**config.mk**
```make
export PLATFORM = sky130hd
export DESIGN_NAME = dtpwm_top
export DESIGN_NICKNAME = d
export VERILOG_FILES = /design/src/inc/dtpwm_pkg.sv /design/src/verilog/dtpwm_prescaler.sv /design/src/verilog/dtpwm_pwm.sv /design/src/verilog/dtpwm_top.sv
export VERILOG_INCLUDE_DIRS = /design/src /design/src/inc
export SDC_FILE = /design/constraint.sdc
export NUM_CORES = 1
export LEC_CHECK = 0
export BUFFER_PORTS_ARGS = -buffer_cell sky130_fd_sc_hd__buf_4
export CORE_ASPECT_RATIO = 0.6
export CORE_MARGIN = 10
export CORE_UTILIZATION = 55
export CTS_BUF_LIST = sky130_fd_sc_hd__clkbuf_2
export DETAILED_ROUTE_END_ITERATION = 16
export GPL_TIMING_DRIVEN = 0
export PLACE_DENSITY = 0.9
export SYNTH_ARGS = -nofsm -noshare
export SYNTH_HDL_FRONTEND = slang
export SYNTH_HIERARCHICAL = 1
export SYNTH_SLANG_ARGS = --single-unit
```
**constraint.sdc**
```tcl
create_clock -name clk_i -period 8.5 [get_ports clk_i]
set_input_delay 1.7 -clock clk_i [delete_from_list [all_inputs] [get_ports clk_i]]
set_output_delay 1.7 -clock clk_i [all_outputs]
set_load 0.02 [all_outputs]
```
**src/inc/dtpwm_params.svh**
```systemverilog
`ifndef DTPWM_PARAMS_SVH
`define DTPWM_PARAMS_SVH
// ==================================================
// Register indices (byte address over four)
`define DTPWM_IDX_COUNT      3'd0
`define DTPWM_IDX_CTRL1      3'd1
`define DTPWM_IDX_CTRL2      3'd2
`define DTPWM_IDX_DUTY       3'd3
`define DTPWM_IDX_PSC        3'd4
`define DTPWM_IDX_HIGH       3'd5
`define DTPWM_IDX_STATUS     3'd6
// ==================================================
// Field positions
`define DTPWM_C1_RUN         0
`define DTPWM_C1_RELOAD      1
`define DTPWM_C1_ONESHOT     2
`define DTPWM_C1_POL         6
`define DTPWM_C1_PINEN       7
`define DTPWM_C2_PSDIS       3
`define DTPWM_C2_EDGE        4
`define DTPWM_C2_SRC         5
// ==================================================
// Reset values
`define DTPWM_RST_CTRL1      8'h00
`define DTPWM_RST_CTRL2      8'h3f
`define DTPWM_RST_PSC        8'hff
`define DTPWM_FULL_COUNT     10'h3ff
`define DTPWM_AXI_OKAY       2'b00
`define DTPWM_AXI_SLVERR     2'b10
`endif

```
**src/inc/dtpwm_pkg.sv**
```systemverilog
package dtpwm_pkg;
   // ==================================================
   // Configuration carried from register file to core
   typedef struct packed
   {
      logic       run;
      logic       reload_sel;
      logic       one_shot;
      logic       polarity;
      logic       pin_en;
      logic       src_ext;
      logic       edge_fall;
      logic       psc_dis_n;
      logic [2:0] psc_rate;
      logic [9:0] duty;
   } dtpwm_cfg_type;
   // Count-register load request
   typedef struct packed
   {
      logic       load;
      logic [9:0] value;
   } dtpwm_load_type;
endpackage

```
**src/verilog/dtpwm_prescaler.sv**
```systemverilog
`timescale 1ns/1ps
// ==================================================
// Source edge select and 8-bit prescaler
module dtpwm_prescaler
   import dtpwm_pkg::*;
#(
   parameter int PSC_W = 8
)
(
   input  wire logic             clk_i,
   input  wire logic             sys_rst_i,
   input  wire logic             run_i,
   input  wire logic             src_ext_i,
   input  wire logic             edge_fall_i,
   input  wire logic             psc_dis_n_i,
   input  wire logic [2:0]       rate_i,
   input  wire logic             ext_clk_i,
   output logic      [PSC_W-1:0] psc_count_o,
   output logic                  tick_o
);
`include "dtpwm_params.svh"
   // Elaboration check: the prescaler counter
   // spans eight bits, no more, no less
   if (PSC_W != 8)
   begin
      $error("Prescaler width must be 8");
   end
   logic             ext_prev_q;   // Last sample of the external pin
   logic [PSC_W-1:0] psc_q;        // Free prescaler counter, counts down
   logic [PSC_W-1:0] psc_d;
   wire              rise_w = ext_clk_i & ~ext_prev_q;
   wire              fall_w = ~ext_clk_i & ext_prev_q;
   // Pick source: instruction clock is every cycle
   wire              ext_edge_w = edge_fall_i ? fall_w : rise_w;
   wire              src_w      = src_ext_i ? ext_edge_w : 1'b1;
   // Division output: a wrap of the low rate+1 bits of the count
   wire [PSC_W-1:0]  mask_w     = PSC_W'((9'h002 << rate_i) - 9'h001);
   wire              wrap_w     = (psc_q & mask_w) == '0;
   assign psc_d       = psc_q - 8'h01;
   assign psc_count_o = psc_q;
   // Without prescaler every source event ticks the timer
   assign tick_o      = run_i & src_w & (psc_dis_n_i | wrap_w);
   // ==================================================
   // Edge history and prescaler counter
   always_ff @(posedge clk_i)
   begin
      if (sys_rst_i)
      begin
         ext_prev_q <= 1'b0;
         psc_q      <= `DTPWM_RST_PSC;
      end
      else
      begin
         ext_prev_q <= ext_clk_i;
         // Prescaler only steps while enabled and running
         if (run_i & src_w & ~psc_dis_n_i)
            psc_q <= psc_d;
      end
   end
endmodule

```
**src/verilog/dtpwm_pwm.sv**
```systemverilog
`timescale 1ns/1ps
// ==================================================
// PWM compare and pin mux
module dtpwm_pwm
   import dtpwm_pkg::*;
(
   input  wire logic       clk_i,
   input  wire logic       sys_rst_i,
   input  wire logic [9:0] count_i,
   input  wire logic [9:0] duty_i,
   input  wire logic       polarity_i,
   input  wire logic       pin_en_i,
   input  wire logic       gpio_out_i,
   output logic            pin_o
);
   logic pin_q;  // Registered pin level
   // Active while count at or below duty
   wire  act_w  = count_i <= duty_i;
   wire  lvl_w  = polarity_i ? ~act_w : act_w;
   wire  pin_d  = pin_en_i ? lvl_w : gpio_out_i;
   assign pin_o = pin_q;
   // ==================================================
   // Output flop
   always_ff @(posedge clk_i)
   begin
      if (sys_rst_i)
         pin_q <= 1'b0;
      else
         pin_q <= pin_d;
   end
endmodule

```
**src/verilog/dtpwm_top.sv**
```systemverilog
// The AXI4-Lite interface to the registers was left to the implementer.
`timescale 1ns/1ps
// Function
// - 10-bit down counter, count register reads it
// - Count write loads reload and counter
// - Run bit gates counting
// - Non-stop, reload clear: reload 0x3FF
// - Non-stop, reload set: reload stored value
// - One-shot stops at underflow
// - Polarity bit one means active low
// - Pin enable routes PWM, else GPIO
// - Period from reload, duty from duty low and high bits
// - Rate field divides by two to 256
// - Prescaler enabled when disable bit zero
// - Edge bit one selects falling edges
// - Source bit one selects external pin
// - Prescaler count readable, writes ignored

// ==================================================
// Overview
// The 10-bit count steps down on a
// tick: every clock, or a sampled pin
// edge, divided or not.
// Each register is the low byte of a
// bus word; upper bits read as zero.
// The pin is registered, so it trails
// the count by one clock, glitch free.
// Underflow is sticky; writing one
// clears it, and a new underflow in
// the same cycle wins.
// PWM period is the reload period;
// duty is high bits 1:0 over duty low.

// ==================================================
// Limitations
// A rate change while the prescaler
// runs is not blocked; the next tick
// may come early or late.
// The pin is taken as synchronous;
// pulses under a clock may be missed.
// Only write strobe bit 0 is used.
module dtpwm_top
   import dtpwm_pkg::*;
(
   // Clock and synchronous reset
   input  wire logic        clk_i,
   input  wire logic        sys_rst_i,
   // Register bus, write channels
   input  wire logic [4:0]  s_axi_awaddr_i,
   input  wire logic        s_axi_awvalid_i,
   output logic             s_axi_awready_o,
   input  wire logic [31:0] s_axi_wdata_i,
   input  wire logic [3:0]  s_axi_wstrb_i,
   input  wire logic        s_axi_wvalid_i,
   output logic             s_axi_wready_o,
   output logic [1:0]       s_axi_bresp_o,
   output logic             s_axi_bvalid_o,
   input  wire logic        s_axi_bready_i,
   // Register bus, read channels
   input  wire logic [4:0]  s_axi_araddr_i,
   input  wire logic        s_axi_arvalid_i,
   output logic             s_axi_arready_o,
   output logic [31:0]      s_axi_rdata_o,
   output logic [1:0]       s_axi_rresp_o,
   output logic             s_axi_rvalid_o,
   input  wire logic        s_axi_rready_i,
   // Far-side pins
   input  wire logic        external_clock_pin_i,
   input  wire logic        gpio_out_i,
   output logic             port_b_bit3_pin_o
);
`include "dtpwm_params.svh"

   // One clock domain, synchronous
   // reset: all state starts known.

   // Map, one byte per word: 0x00
   // count, 0x04 control one, 0x08
   // control two, 0x0c duty low, 0x10
   // prescaler count, 0x14 high bits,
   // 0x18 status.
   // ==================================================
   // Registers
   logic [7:0]    ctrl1_q;        // Run, reload, one-shot, polarity, pin enable
   logic [7:0]    ctrl2_q;        // Source, edge, prescaler disable, rate
   logic [7:0]    duty_lo_q;      // Low duty byte, write-only
   logic [7:0]    high_q;         // Shared high bits
   logic [9:0]    reload_q;       // Stored reload value
   logic [9:0]    count_q;        // Current count
   logic [9:0]    count_d;
   logic          done_q;         // One-shot has finished
   logic          uflow_q;        // Sticky underflow seen

   // Separate hold flags let address
   // and data arrive in either order.
   // Bus state
   logic          aw_hold_q;      // Write address captured
   logic          w_hold_q;       // Write data captured
   logic [2:0]    aw_idx_q;
   logic [31:0]   wdata_q;
   logic [3:0]    wstrb_q;
   logic          bvalid_q;
   logic [1:0]    bresp_q;
   logic          rvalid_q;
   logic [1:0]    rresp_q;
   logic [31:0]   rdata_q;

   // Links to the sub-blocks
   logic [7:0]    psc_w;          // Prescaler count
   logic          tick_w;         // Count enable pulse
   dtpwm_cfg_type cfg_w;          // Control fields
   dtpwm_load_type ld_w;          // Count write

   // ==================================================
   // Address decode helpers
   // Byte index from a word address; unmapped above status
   // Bits 1:0 are ignored, so an unaligned
   // access lands on its own word.
   function automatic logic [2:0] idx_of(input logic [4:0] a);
      idx_of = a[4:2];
   endfunction

   // Index 7 has no register: error reply
   function automatic logic mapped(input logic [4:0] a);
      mapped = (a[4:2] <= `DTPWM_IDX_STATUS);
   endfunction

   // ==================================================
   // Configuration bundle
   // One packed struct, so sub-blocks
   // see names, not bit positions.
   assign cfg_w.run        = ctrl1_q[`DTPWM_C1_RUN];
   assign cfg_w.reload_sel = ctrl1_q[`DTPWM_C1_RELOAD];
   assign cfg_w.one_shot   = ctrl1_q[`DTPWM_C1_ONESHOT];
   assign cfg_w.polarity   = ctrl1_q[`DTPWM_C1_POL];
   assign cfg_w.pin_en     = ctrl1_q[`DTPWM_C1_PINEN];
   assign cfg_w.src_ext    = ctrl2_q[`DTPWM_C2_SRC];
   assign cfg_w.edge_fall  = ctrl2_q[`DTPWM_C2_EDGE];
   assign cfg_w.psc_dis_n  = ctrl2_q[`DTPWM_C2_PSDIS];
   assign cfg_w.psc_rate   = ctrl2_q[2:0];
   assign cfg_w.duty       = {high_q[1:0], duty_lo_q};

   // ==================================================
   // Write path: address and data taken in either order
   // The response stands until bready;
   // new items are refused meanwhile,
   // so one write at most is open.
   wire           wr_go_w   = aw_hold_q & w_hold_q & ~bvalid_q;
   wire           wr_map_w  = aw_idx_q <= `DTPWM_IDX_STATUS;
   wire           wr_en_w   = wr_go_w & wr_map_w & wstrb_q[0];
   wire [7:0]     wbyte_w   = wdata_q[7:0];
   assign s_axi_awready_o = ~aw_hold_q & ~bvalid_q;
   assign s_axi_wready_o  = ~w_hold_q & ~bvalid_q;
   assign s_axi_bvalid_o  = bvalid_q;
   assign s_axi_bresp_o   = bresp_q;
   // Count write: byte plus high bits 5:4 go to reload and count
   assign ld_w.load  = wr_en_w & (aw_idx_q == `DTPWM_IDX_COUNT);
   assign ld_w.value = {high_q[5:4], wbyte_w};

   // ==================================================
   // Counter next value
   // A count write beats an underflow
   // reload, which beats a plain step;
   // a one-shot underflow stays at zero.
   wire           active_w  = cfg_w.run & ~done_q;
   wire           zero_w    = count_q == 10'h000;
   wire [9:0]     reld_w    = cfg_w.reload_sel ? reload_q : `DTPWM_FULL_COUNT;
   wire           step_w    = tick_w & active_w;
   wire           under_w   = step_w & zero_w;
   // Next count, held by default
   always_comb
   begin
      count_d = count_q;
      if (ld_w.load)
         count_d = ld_w.value;
      else if (under_w & ~cfg_w.one_shot)
         count_d = reld_w;
      else if (step_w & ~zero_w)
         count_d = count_q - 10'h001;
   end

   // ==================================================
   // Register file and counter
   // Control registers keep only their
   // defined bits; others read as zero.
   // Read-only registers drop writes.
   always_ff @(posedge clk_i)
   begin
      if (sys_rst_i)
      begin
         ctrl1_q   <= `DTPWM_RST_CTRL1;
         ctrl2_q   <= `DTPWM_RST_CTRL2;
         duty_lo_q <= 8'h00;
         high_q    <= 8'h00;
         reload_q  <= `DTPWM_FULL_COUNT;
         count_q   <= `DTPWM_FULL_COUNT;
         done_q    <= 1'b0;
         uflow_q   <= 1'b0;
      end
      else
      begin
         // Count takes its next value
         count_q <= count_d;
         // One-shot halts at zero regardless of reload select
         if (ld_w.load)
            done_q <= 1'b0;
         else if (under_w & cfg_w.one_shot)
            done_q <= 1'b1;
         // Underflow flag: set beats clear
         if (under_w)
            uflow_q <= 1'b1;
         else if (wr_en_w & (aw_idx_q == `DTPWM_IDX_STATUS) & wbyte_w[0])
            uflow_q <= 1'b0;
         // Only a count write sets reload
         if (ld_w.load)
            reload_q <= ld_w.value;
         if (wr_en_w)
         begin
            case (aw_idx_q)
               `DTPWM_IDX_CTRL1: ctrl1_q <= wbyte_w & 8'hc7;
               `DTPWM_IDX_CTRL2: ctrl2_q <= wbyte_w & 8'h3f;
               `DTPWM_IDX_DUTY:  duty_lo_q <= wbyte_w;
               `DTPWM_IDX_HIGH:  high_q <= wbyte_w;
               // Prescaler count ignores writes
               default: ;
            endcase
            // Clearing run re-arms a finished one-shot;
            // an underflow in the same cycle wins
            if ((aw_idx_q == `DTPWM_IDX_CTRL1) & ~wbyte_w[`DTPWM_C1_RUN] & ~under_w)
               done_q <= 1'b0;
         end
      end
   end

   // ==================================================
   // Write handshake
   // Readies are decoded, bvalid a flop.
   always_ff @(posedge clk_i)
   begin
      if (sys_rst_i)
      begin
         aw_hold_q <= 1'b0;
         w_hold_q  <= 1'b0;
         aw_idx_q  <= 3'd0;
         wdata_q   <= 32'h0000_0000;
         wstrb_q   <= 4'h0;
         bvalid_q  <= 1'b0;
         bresp_q   <= `DTPWM_AXI_OKAY;
      end
      else
      begin
         // Address taken: index, 7 if unmapped
         if (s_axi_awvalid_i & s_axi_awready_o)
         begin
            aw_hold_q <= 1'b1;
            aw_idx_q  <= mapped(s_axi_awaddr_i) ? idx_of(s_axi_awaddr_i) : 3'd7;
         end
         // Data taken: word and strobes
         if (s_axi_wvalid_i & s_axi_wready_o)
         begin
            w_hold_q <= 1'b1;
            wdata_q  <= s_axi_wdata_i;
            wstrb_q  <= s_axi_wstrb_i;
         end
         // Both held: commit and answer
         if (wr_go_w)
         begin
            aw_hold_q <= 1'b0;
            w_hold_q  <= 1'b0;
            bvalid_q  <= 1'b1;
            bresp_q   <= wr_map_w ? `DTPWM_AXI_OKAY : `DTPWM_AXI_SLVERR;
         end
         // Response taken: free the channels
         else if (bvalid_q & s_axi_bready_i)
            bvalid_q <= 1'b0;
      end
   end

   // ==================================================
   // Read path: one cycle to answer
   // The byte is latched as the address
   // is taken, so rdata stands still.
   // Unmapped reads give zero and error.
   wire [7:0] rbyte_w =
      (idx_of(s_axi_araddr_i) == `DTPWM_IDX_COUNT) ? count_q[7:0] :
      (idx_of(s_axi_araddr_i) == `DTPWM_IDX_CTRL1) ? ctrl1_q :
      (idx_of(s_axi_araddr_i) == `DTPWM_IDX_CTRL2) ? ctrl2_q :
      (idx_of(s_axi_araddr_i) == `DTPWM_IDX_PSC)   ? psc_w :
      (idx_of(s_axi_araddr_i) == `DTPWM_IDX_HIGH)  ? high_q :
      (idx_of(s_axi_araddr_i) == `DTPWM_IDX_STATUS) ?
         {4'h0, count_q[9:8], done_q, uflow_q} : 8'h00;
   // One read at a time: the address is
   // refused while the answer stands
   assign s_axi_arready_o = ~rvalid_q;
   assign s_axi_rvalid_o  = rvalid_q;
   assign s_axi_rresp_o   = rresp_q;
   assign s_axi_rdata_o   = rdata_q;
   always_ff @(posedge clk_i)
   begin
      if (sys_rst_i)
      begin
         rvalid_q <= 1'b0;
         rresp_q  <= `DTPWM_AXI_OKAY;
         rdata_q  <= 32'h0000_0000;
      end
      // Address taken: data and response
      else if (s_axi_arvalid_i & s_axi_arready_o)
      begin
         rvalid_q <= 1'b1;
         rresp_q  <= mapped(s_axi_araddr_i) ? `DTPWM_AXI_OKAY : `DTPWM_AXI_SLVERR;
         rdata_q  <= {24'h00_0000, rbyte_w};
      end
      // Answer taken
      else if (rvalid_q & s_axi_rready_i)
         rvalid_q <= 1'b0;
   end

   // ==================================================
   // Sub-blocks
   // Prescaler width matches the byte
   // wide prescaler count register.
   dtpwm_prescaler #(.PSC_W(8)) u_psc
   (
      .clk_i       (clk_i),
      .sys_rst_i   (sys_rst_i),
      .run_i       (active_w),
      .src_ext_i   (cfg_w.src_ext),
      .edge_fall_i (cfg_w.edge_fall),
      .psc_dis_n_i (cfg_w.psc_dis_n),
      .rate_i      (cfg_w.psc_rate),
      .ext_clk_i   (external_clock_pin_i),
      .psc_count_o (psc_w),
      .tick_o      (tick_w)
   );
   dtpwm_pwm u_pwm
   (
      .clk_i      (clk_i),
      .sys_rst_i  (sys_rst_i),
      .count_i    (count_q),
      .duty_i     (cfg_w.duty),
      .polarity_i (cfg_w.polarity),
      .pin_en_i   (cfg_w.pin_en),
      .gpio_out_i (gpio_out_i),
      .pin_o      (port_b_bit3_pin_o)
   );
endmodule
```
# After elaboration in Yosys (flattened, before gate mapping)
# Index checks and enable logic that the tools add are counted.
# totals
wordCells	121
register_bits	87
output_inout_bits	42
# op_classes
n_shift	1
reduce_logical	13
bitwise	42
n_eq_ne	10
addsub	3
muxes	27
magnitude_cmp	4
# ops
operator	count
$mux W10	4
$mux W8	5
$and A1 B1 Y1	27
$sub A8 B1 Y8 const B	2
$eq A3 B3 Y1 const B	5
$mux W1	14
$not A1 Y1	13
$le A10 B10 Y1	1
$logic_not A10 Y1	1
$sub A10 B1 Y10 const B	1
$eq A3 B2 Y1 const B	3
$le A3 B3 Y1 const B	3
$and A8 B8 Y8	1
$logic_not A8 Y1	1
$reduce_and A2 Y1	4
$shl A2 B3 Y8 const A	1
$eq A3 B1 Y1 const B	2
$logic_not A3 Y1	2
$reduce_bool A2 Y1	3
$mux W2	2
$mux W4	1
$mux W3	1
$reduce_bool A3 Y1	1
$reduce_or A2 Y1	1
$or A1 B1 Y1	1

# Longest topological paths before layout
# logic_depth
ltp_word	13
ltp_mapped	13
ltp_nobuf	12

# Cells and area by module
# The synthesis kept the hierarchy.
# by_module_without_submodules
mod	area_each_um2	cells_per_inst	instances	seq_area_each_um2
dtpwm_top	3598.5	439	1	1501.4
dtpwm_prescaler	613.1	73	1	180.2
dtpwm_pwm	340.3	43	1	20.0

# Least setup slack after synthesis
# No wires, ideal clock.
# synth_timing
kind	in2reg
startpoint	input port external_clock_pin_i
endpoint	register count_q[4]
n_path_buf	0
path_slack_ns	4.905
cell_stages	8
setup_time_ns	0.062
arrival_time_ns	3.533
t_required_ns	8.438
cell_sequence	nor3b_1 -> o31ai_2 -> a221oi_2 -> and3b_1 -> nand2_1 -> or4_1 -> or4_1 -> nand3_1
# synth_between
elab_chain_len	11
# synth_lines
item	line_no	text
from (decl)	dtpwm_top.sv:68	input wire logic external_clock_pin_i,
$not A1 Y1	dtpwm_prescaler.sv:32	wire fall_w = ~ext_clk_i & ext_prev_q;
$and A1 B1 Y1	dtpwm_prescaler.sv:32	
$mux W1 (*)	dtpwm_prescaler.sv:34	wire ext_edge_w = edge_fall_i ? fall_w : rise_w;
$mux W1 (*)	dtpwm_prescaler.sv:35	wire src_w = src_ext_i ? ext_edge_w : 1'b1;
$and A1 B1 Y1 (*) (2 in series)	dtpwm_prescaler.sv:42	assign tick_o = run_i & src_w & (psc_dis_n_i | wrap_w);
named net tick_w	dtpwm_top.sv:110	logic tick_w;
$and A1 B1 Y1 (*)	dtpwm_top.sv:168	wire step_w = tick_w & active_w;
$and A1 B1 Y1	dtpwm_top.sv:169	wire under_w = step_w & zero_w;
$and A1 B1 Y1	dtpwm_top.sv:176	else if (under_w & ~cfg_w.one_shot)
$mux W10	dtpwm_top.sv:176	
$mux W10	dtpwm_top.sv:174	if (ld_w.load)
to (signal assigned)	dtpwm_top.sv:196	count_q <= `DTPWM_FULL_COUNT;
to (signal assigned)	dtpwm_top.sv:203	count_q <= count_d;
to (decl)	dtpwm_top.sv:89	logic [9:0] count_q;
# The timed path passes the listed nets; every way through them passes the cells marked *.
# A chain may end at the register's enable or synchronous reset.

# Final worst setup path
# layout_timing
startpoint	register ctrl2_q[1]
endpoint	register count_q[9]
# layout_between
elab_chain_len	11
# layout_lines
item	line_no	text
from (decl)	dtpwm_top.sv:85	logic [7:0] ctrl2_q;
from (signal assigned)	dtpwm_top.sv:192	ctrl2_q <= `DTPWM_RST_CTRL2;
from (signal assigned)	dtpwm_top.sv:221	`DTPWM_IDX_CTRL2: ctrl2_q <= wbyte_w & 8'h3f;
$shl A2 B3 Y8 (*)	dtpwm_prescaler.sv:37	wire [PSC_W-1:0] mask_w = PSC_W'((9'h002 << rate_i) - 9'h001);
$sub A8 B1 Y8 (*)	dtpwm_prescaler.sv:37	
$and A8 B8 Y8 (*)	dtpwm_prescaler.sv:38	wire wrap_w = (psc_q & mask_w) == '0;
$logic_not A8 Y1 (*)	dtpwm_prescaler.sv:38	
$or A1 B1 Y1 (*)	dtpwm_prescaler.sv:42	
$and A1 B1 Y1 (*)	dtpwm_prescaler.sv:42	
named net tick_w	dtpwm_top.sv:110	
$and A1 B1 Y1 (*)	dtpwm_top.sv:168	
$and A1 B1 Y1	dtpwm_top.sv:169	
$and A1 B1 Y1	dtpwm_top.sv:176	
$mux W10	dtpwm_top.sv:176	
$mux W10	dtpwm_top.sv:174	
# Marks and branches as above.

==> results.sh <==
export IMPL_design_area_um2=5160
export IMPL_fin_nets=696
export IMPL_p_per_area_nw_per_um2=138
export IMPL_grt_first_pass_wirelength_um=21100
export IMPL_antenna_found_initial=0
export IMPL_ys_ff_latch=85
export IMPL_drt_iter0_markers=490
export IMPL_clk_pin_slew_ns=0.25
export IMPL_worstSetupStartpointType="flip-flop"
export IMPL_final_antenna_net_count=0
export IMPL_max_freq_mhz=265
export IMPL_setup_viol=0
export IMPL_cts_buffer_depth=2
export IMPL_viasPerCell=5.90
export IMPL_top_level_ports=97
export IMPL_critPathMaxFanout=10
export IMPL_fillers=682
export IMPL_required_ns=8.96
export IMPL_track_usage=0.212
export IMPL_postPlaceCellArea_um2=5060
export IMPL_cts_tree="yes"
export IMPL_vdd_drop_max_mv=0.111
export IMPL_die_width_um=137
export IMPL_numCtsBuffers=9
export IMPL_cp_arrival_ns=4.23
export IMPL_grt_overflow_total=0
export IMPL_holdPathEnd="reload_q[2]"
export IMPL_seq_area_frac_synth=0.374
export IMPL_worstHoldStart="reload_q[2]"
export IMPL_ctsRootBufferMaster="clkbuf_2"
export IMPL_dieArea_um2=12400
export IMPL_initial_core_util=0.571
export IMPL_reg2reg_slack_ns=4.73
export IMPL_synth_area_per_cell_um2=8.20
export IMPL_std_cell_rows=25
export IMPL_synthCells=555
export IMPL_vias=4372
export IMPL_ys_types=67
export IMPL_synth_ff_type="dfxtp_1"
export IMPL_hold_viol=0
export IMPL_drive_gt1_frac=0.156
export IMPL_htreeDepth=3
export IMPL_r2r_end="count_q[9]"
export IMPL_p_leak_nw=2.18
export IMPL_finalClockSkew_ns=0.0423
export IMPL_tns_ns=0
export IMPL_ff2ff_path_depth=12
export IMPL_io_buffers=37
export IMPL_antenna_cells=0
export IMPL_clock_latency_ns=0.59
export IMPL_first_pass_iters=5
export IMPL_remaining_drc_errors=0
export IMPL_min_path_cells=2
export IMPL_fin_crit_ns=3.77
export IMPL_cts_num_sinks=85
export IMPL_end_kind="flip-flop"
export IMPL_slew_viol_final=0
export IMPL_cts_hold_buffers=0
export IMPL_maxCapViolCount=0
export IMPL_hp_class="reg -> reg"
export IMPL_routabilityCongestion=0.947
export IMPL_syn_area_um2=4550
export IMPL_utilization=0.647
export IMPL_crit_type="reg -> reg"
export IMPL_ctsResizeCount=0
export IMPL_routedWlPerCell_um=18.0
export IMPL_dieHeight_um=90.5
export IMPL_rsz0062_at_grt="false"
export IMPL_reg2reg_from="ctrl2_q[1]"
export IMPL_relSlewSlack=0.420
export IMPL_first_global_vias=4218
export IMPL_fin_crit_sh=0.444
export IMPL_ys_warn_count=6
export IMPL_grt_max_degree=17
export IMPL_tightest_slew_ns=0.866
export IMPL_synth_edf_count=0
export IMPL_coreArea_um2=7980
export IMPL_status="completed"
export IMPL_syn_to_final_growth_pct=13.3
export IMPL_dp_hpwl_um=10100
export IMPL_post_cts_buffers=0
export IMPL_routed_wl_um=13400
export IMPL_synth_async_reset_ratio=0
per-stage QoR:
stage	worst slack, ns	hold WS, ns	instances	power (mW)
6_report	4.73	0.455	741	0.711
4_1_cts	4.83	0.456	741	0.710
5_1_grt	4.52	0.472	741	0.738
3_5_place_dp	4.33	0.432	725	0.519
3_3_place_gp	4.43	0.423	725	0.515
2_1_floorplan	4.90	0.410	580	0.486
worst max path at each step:
stage                                    start    endpoint
final                               ctrl2_q[1]  count_q[9]
after CTS                           ctrl2_q[1]  count_q[3]
after floorplan           external_clock_pin_i  count_q[4]
after detailed placement  external_clock_pin_i  count_q[3]
after global routing                ctrl2_q[1]  count_q[3]
after global placement    external_clock_pin_i  count_q[3]
critical path, stage by stage, from the launching register on:
cell and delay [ns]:
dfxtp_1 0.42, buf_6 0.15, or3_4 0.36, ha_1 0.29
and4_1 0.18, a211oi_1 0.19, o221ai_1 0.18, a221oi_2 0.43
nor4bb_1 0.54, nand4_1 0.33, or3_1 0.39, o21ai_0 0.08
o211ai_1 0.10
cells in the final DEF (no fill, tap or decap), types with 3 or more instances in the layout:
cell type  count
o21ai_1        3
nand4_1        7
mux2_2         3
a31oi_1        6
a211o_1        5
a211oi_1       3
o211ai_1       7
conb_1        26
or4_1          3
inv_1         31
a21oi_1       42
and3_1         5
mux2i_1       26
dfxtp_1       85
xnor2_1        6
nor4bb_1       3
o21ai_0        9
inv_6          3
buf_4         63
nand4b_1       3
nand3_1       12
clkbuf_1      22
clkbuf_2       9
ha_1          13
nand2b_1       6
o21bai_1       4
nand2_1       80
a221oi_1       4
nor2_1        54
o22ai_1        3
nor3_1        16
nor2b_1       12
o2111ai_1      3
routing by layer:
layer  track usage  part of all wire
met5             0                 0
met4        0.0726             0.026
met3        0.0739              0.12
met2         0.325              0.45
met1         0.269              0.41
Yosys cell counts (all sizes together) (2+ instances only):
cell	instances	share of area
nor4bb	3	0.0066
and2	2	0.0027
o311ai	4	0.0077
nand2	80	0.066
a221oi	5	0.011
nand4b	3	0.0058
nand4	7	0.0096
inv	31	0.026
or3	4	0.0069
and3	5	0.0069
o2111ai	3	0.0058
xnor2	6	0.012
o22ai	3	0.0041
o21bai	4	0.0066
nor3b	2	0.0033
a211o	5	0.0096
mux4	2	0.0099
nand3	12	0.013
o211ai	7	0.012
a22oi	2	0.0033
mux2	3	0.0074
or2	2	0.0028
a21o	2	0.0033
nand3b	2	0.0033
dfxtp	85	0.37
clkbuf	22	0.018
a211oi	3	0.0049
nor3	18	0.022
nor2	54	0.045
nor2b	12	0.016
o21ai	12	0.013
ha	13	0.036
nand2b	6	0.0082
and3b	2	0.0038
or4	5	0.0099
buf	29	0.047
and4	2	0.0038
nor4	3	0.0055
mux2i	26	0.057
or4b	2	0.0052
a31oi	6	0.0082
a21oi	42	0.046
o31ai	4	0.0088
cell families (layout without fill, tap and decap cells):
kind of cell,count (synthesis),in the layout,synth area share
compound gates,109,109,0.162
xor+xnor,6,6,0.0115
fa+ha+maj,13,13,0.0357
buf+inv,82,135,0.0910
flops,85,85,0.374
mux,31,31,0.0745
other cells,1,26,0.000824
simple gates,228,228,0.250
area by class of cell:
cell class	count	area (µm²)	share of cell area
Buffer	51	298	0.0577
Tap cell	108	135	0.0262
Inverter	31	116	0.0226
Multi-Input combinational cell	413	2530	0.490
Clock buffer	9	45.0	0.00873
Sequential cell	85	1700	0.330
Clock inverter	7	55.1	0.0107
Timing Repair Buffer	37	278	0.0538
sequential cells by signal (all words and copies together), names as in the netlist:
| register | cells |
|---|---|
| wstrb_q | 1 |
| u_pwm/pin_o | 1 |
| duty_lo_q | 8 |
| count_q | 10 |
| aw_hold_q | 1 |
| ctrl2_q | 6 |
| w_hold_q | 1 |
| s_axi_bresp_o | 1 |
| s_axi_rresp_o | 1 |
| s_axi_bvalid_o | 1 |
| wdata_q | 8 |
| aw_idx_q | 3 |
| s_axi_rvalid_o | 1 |
| ctrl1_q | 5 |
| reload_q | 10 |
| high_q | 8 |
| done_q | 1 |
| u_psc/ext_prev_q | 1 |
| uflow_q | 1 |
| s_axi_rdata_o | 8 |
| u_psc/psc_count_o | 8 |
report_power, final:
part / switching [mW] / internal [mW]
clock: 0.155 / 0.0432
sequential: 0.0118 / 0.409
combinational: 0.0560 / 0.0369
total: 0.222 / 0.489
Note: power is estimated with default switching activity, not from simulation.
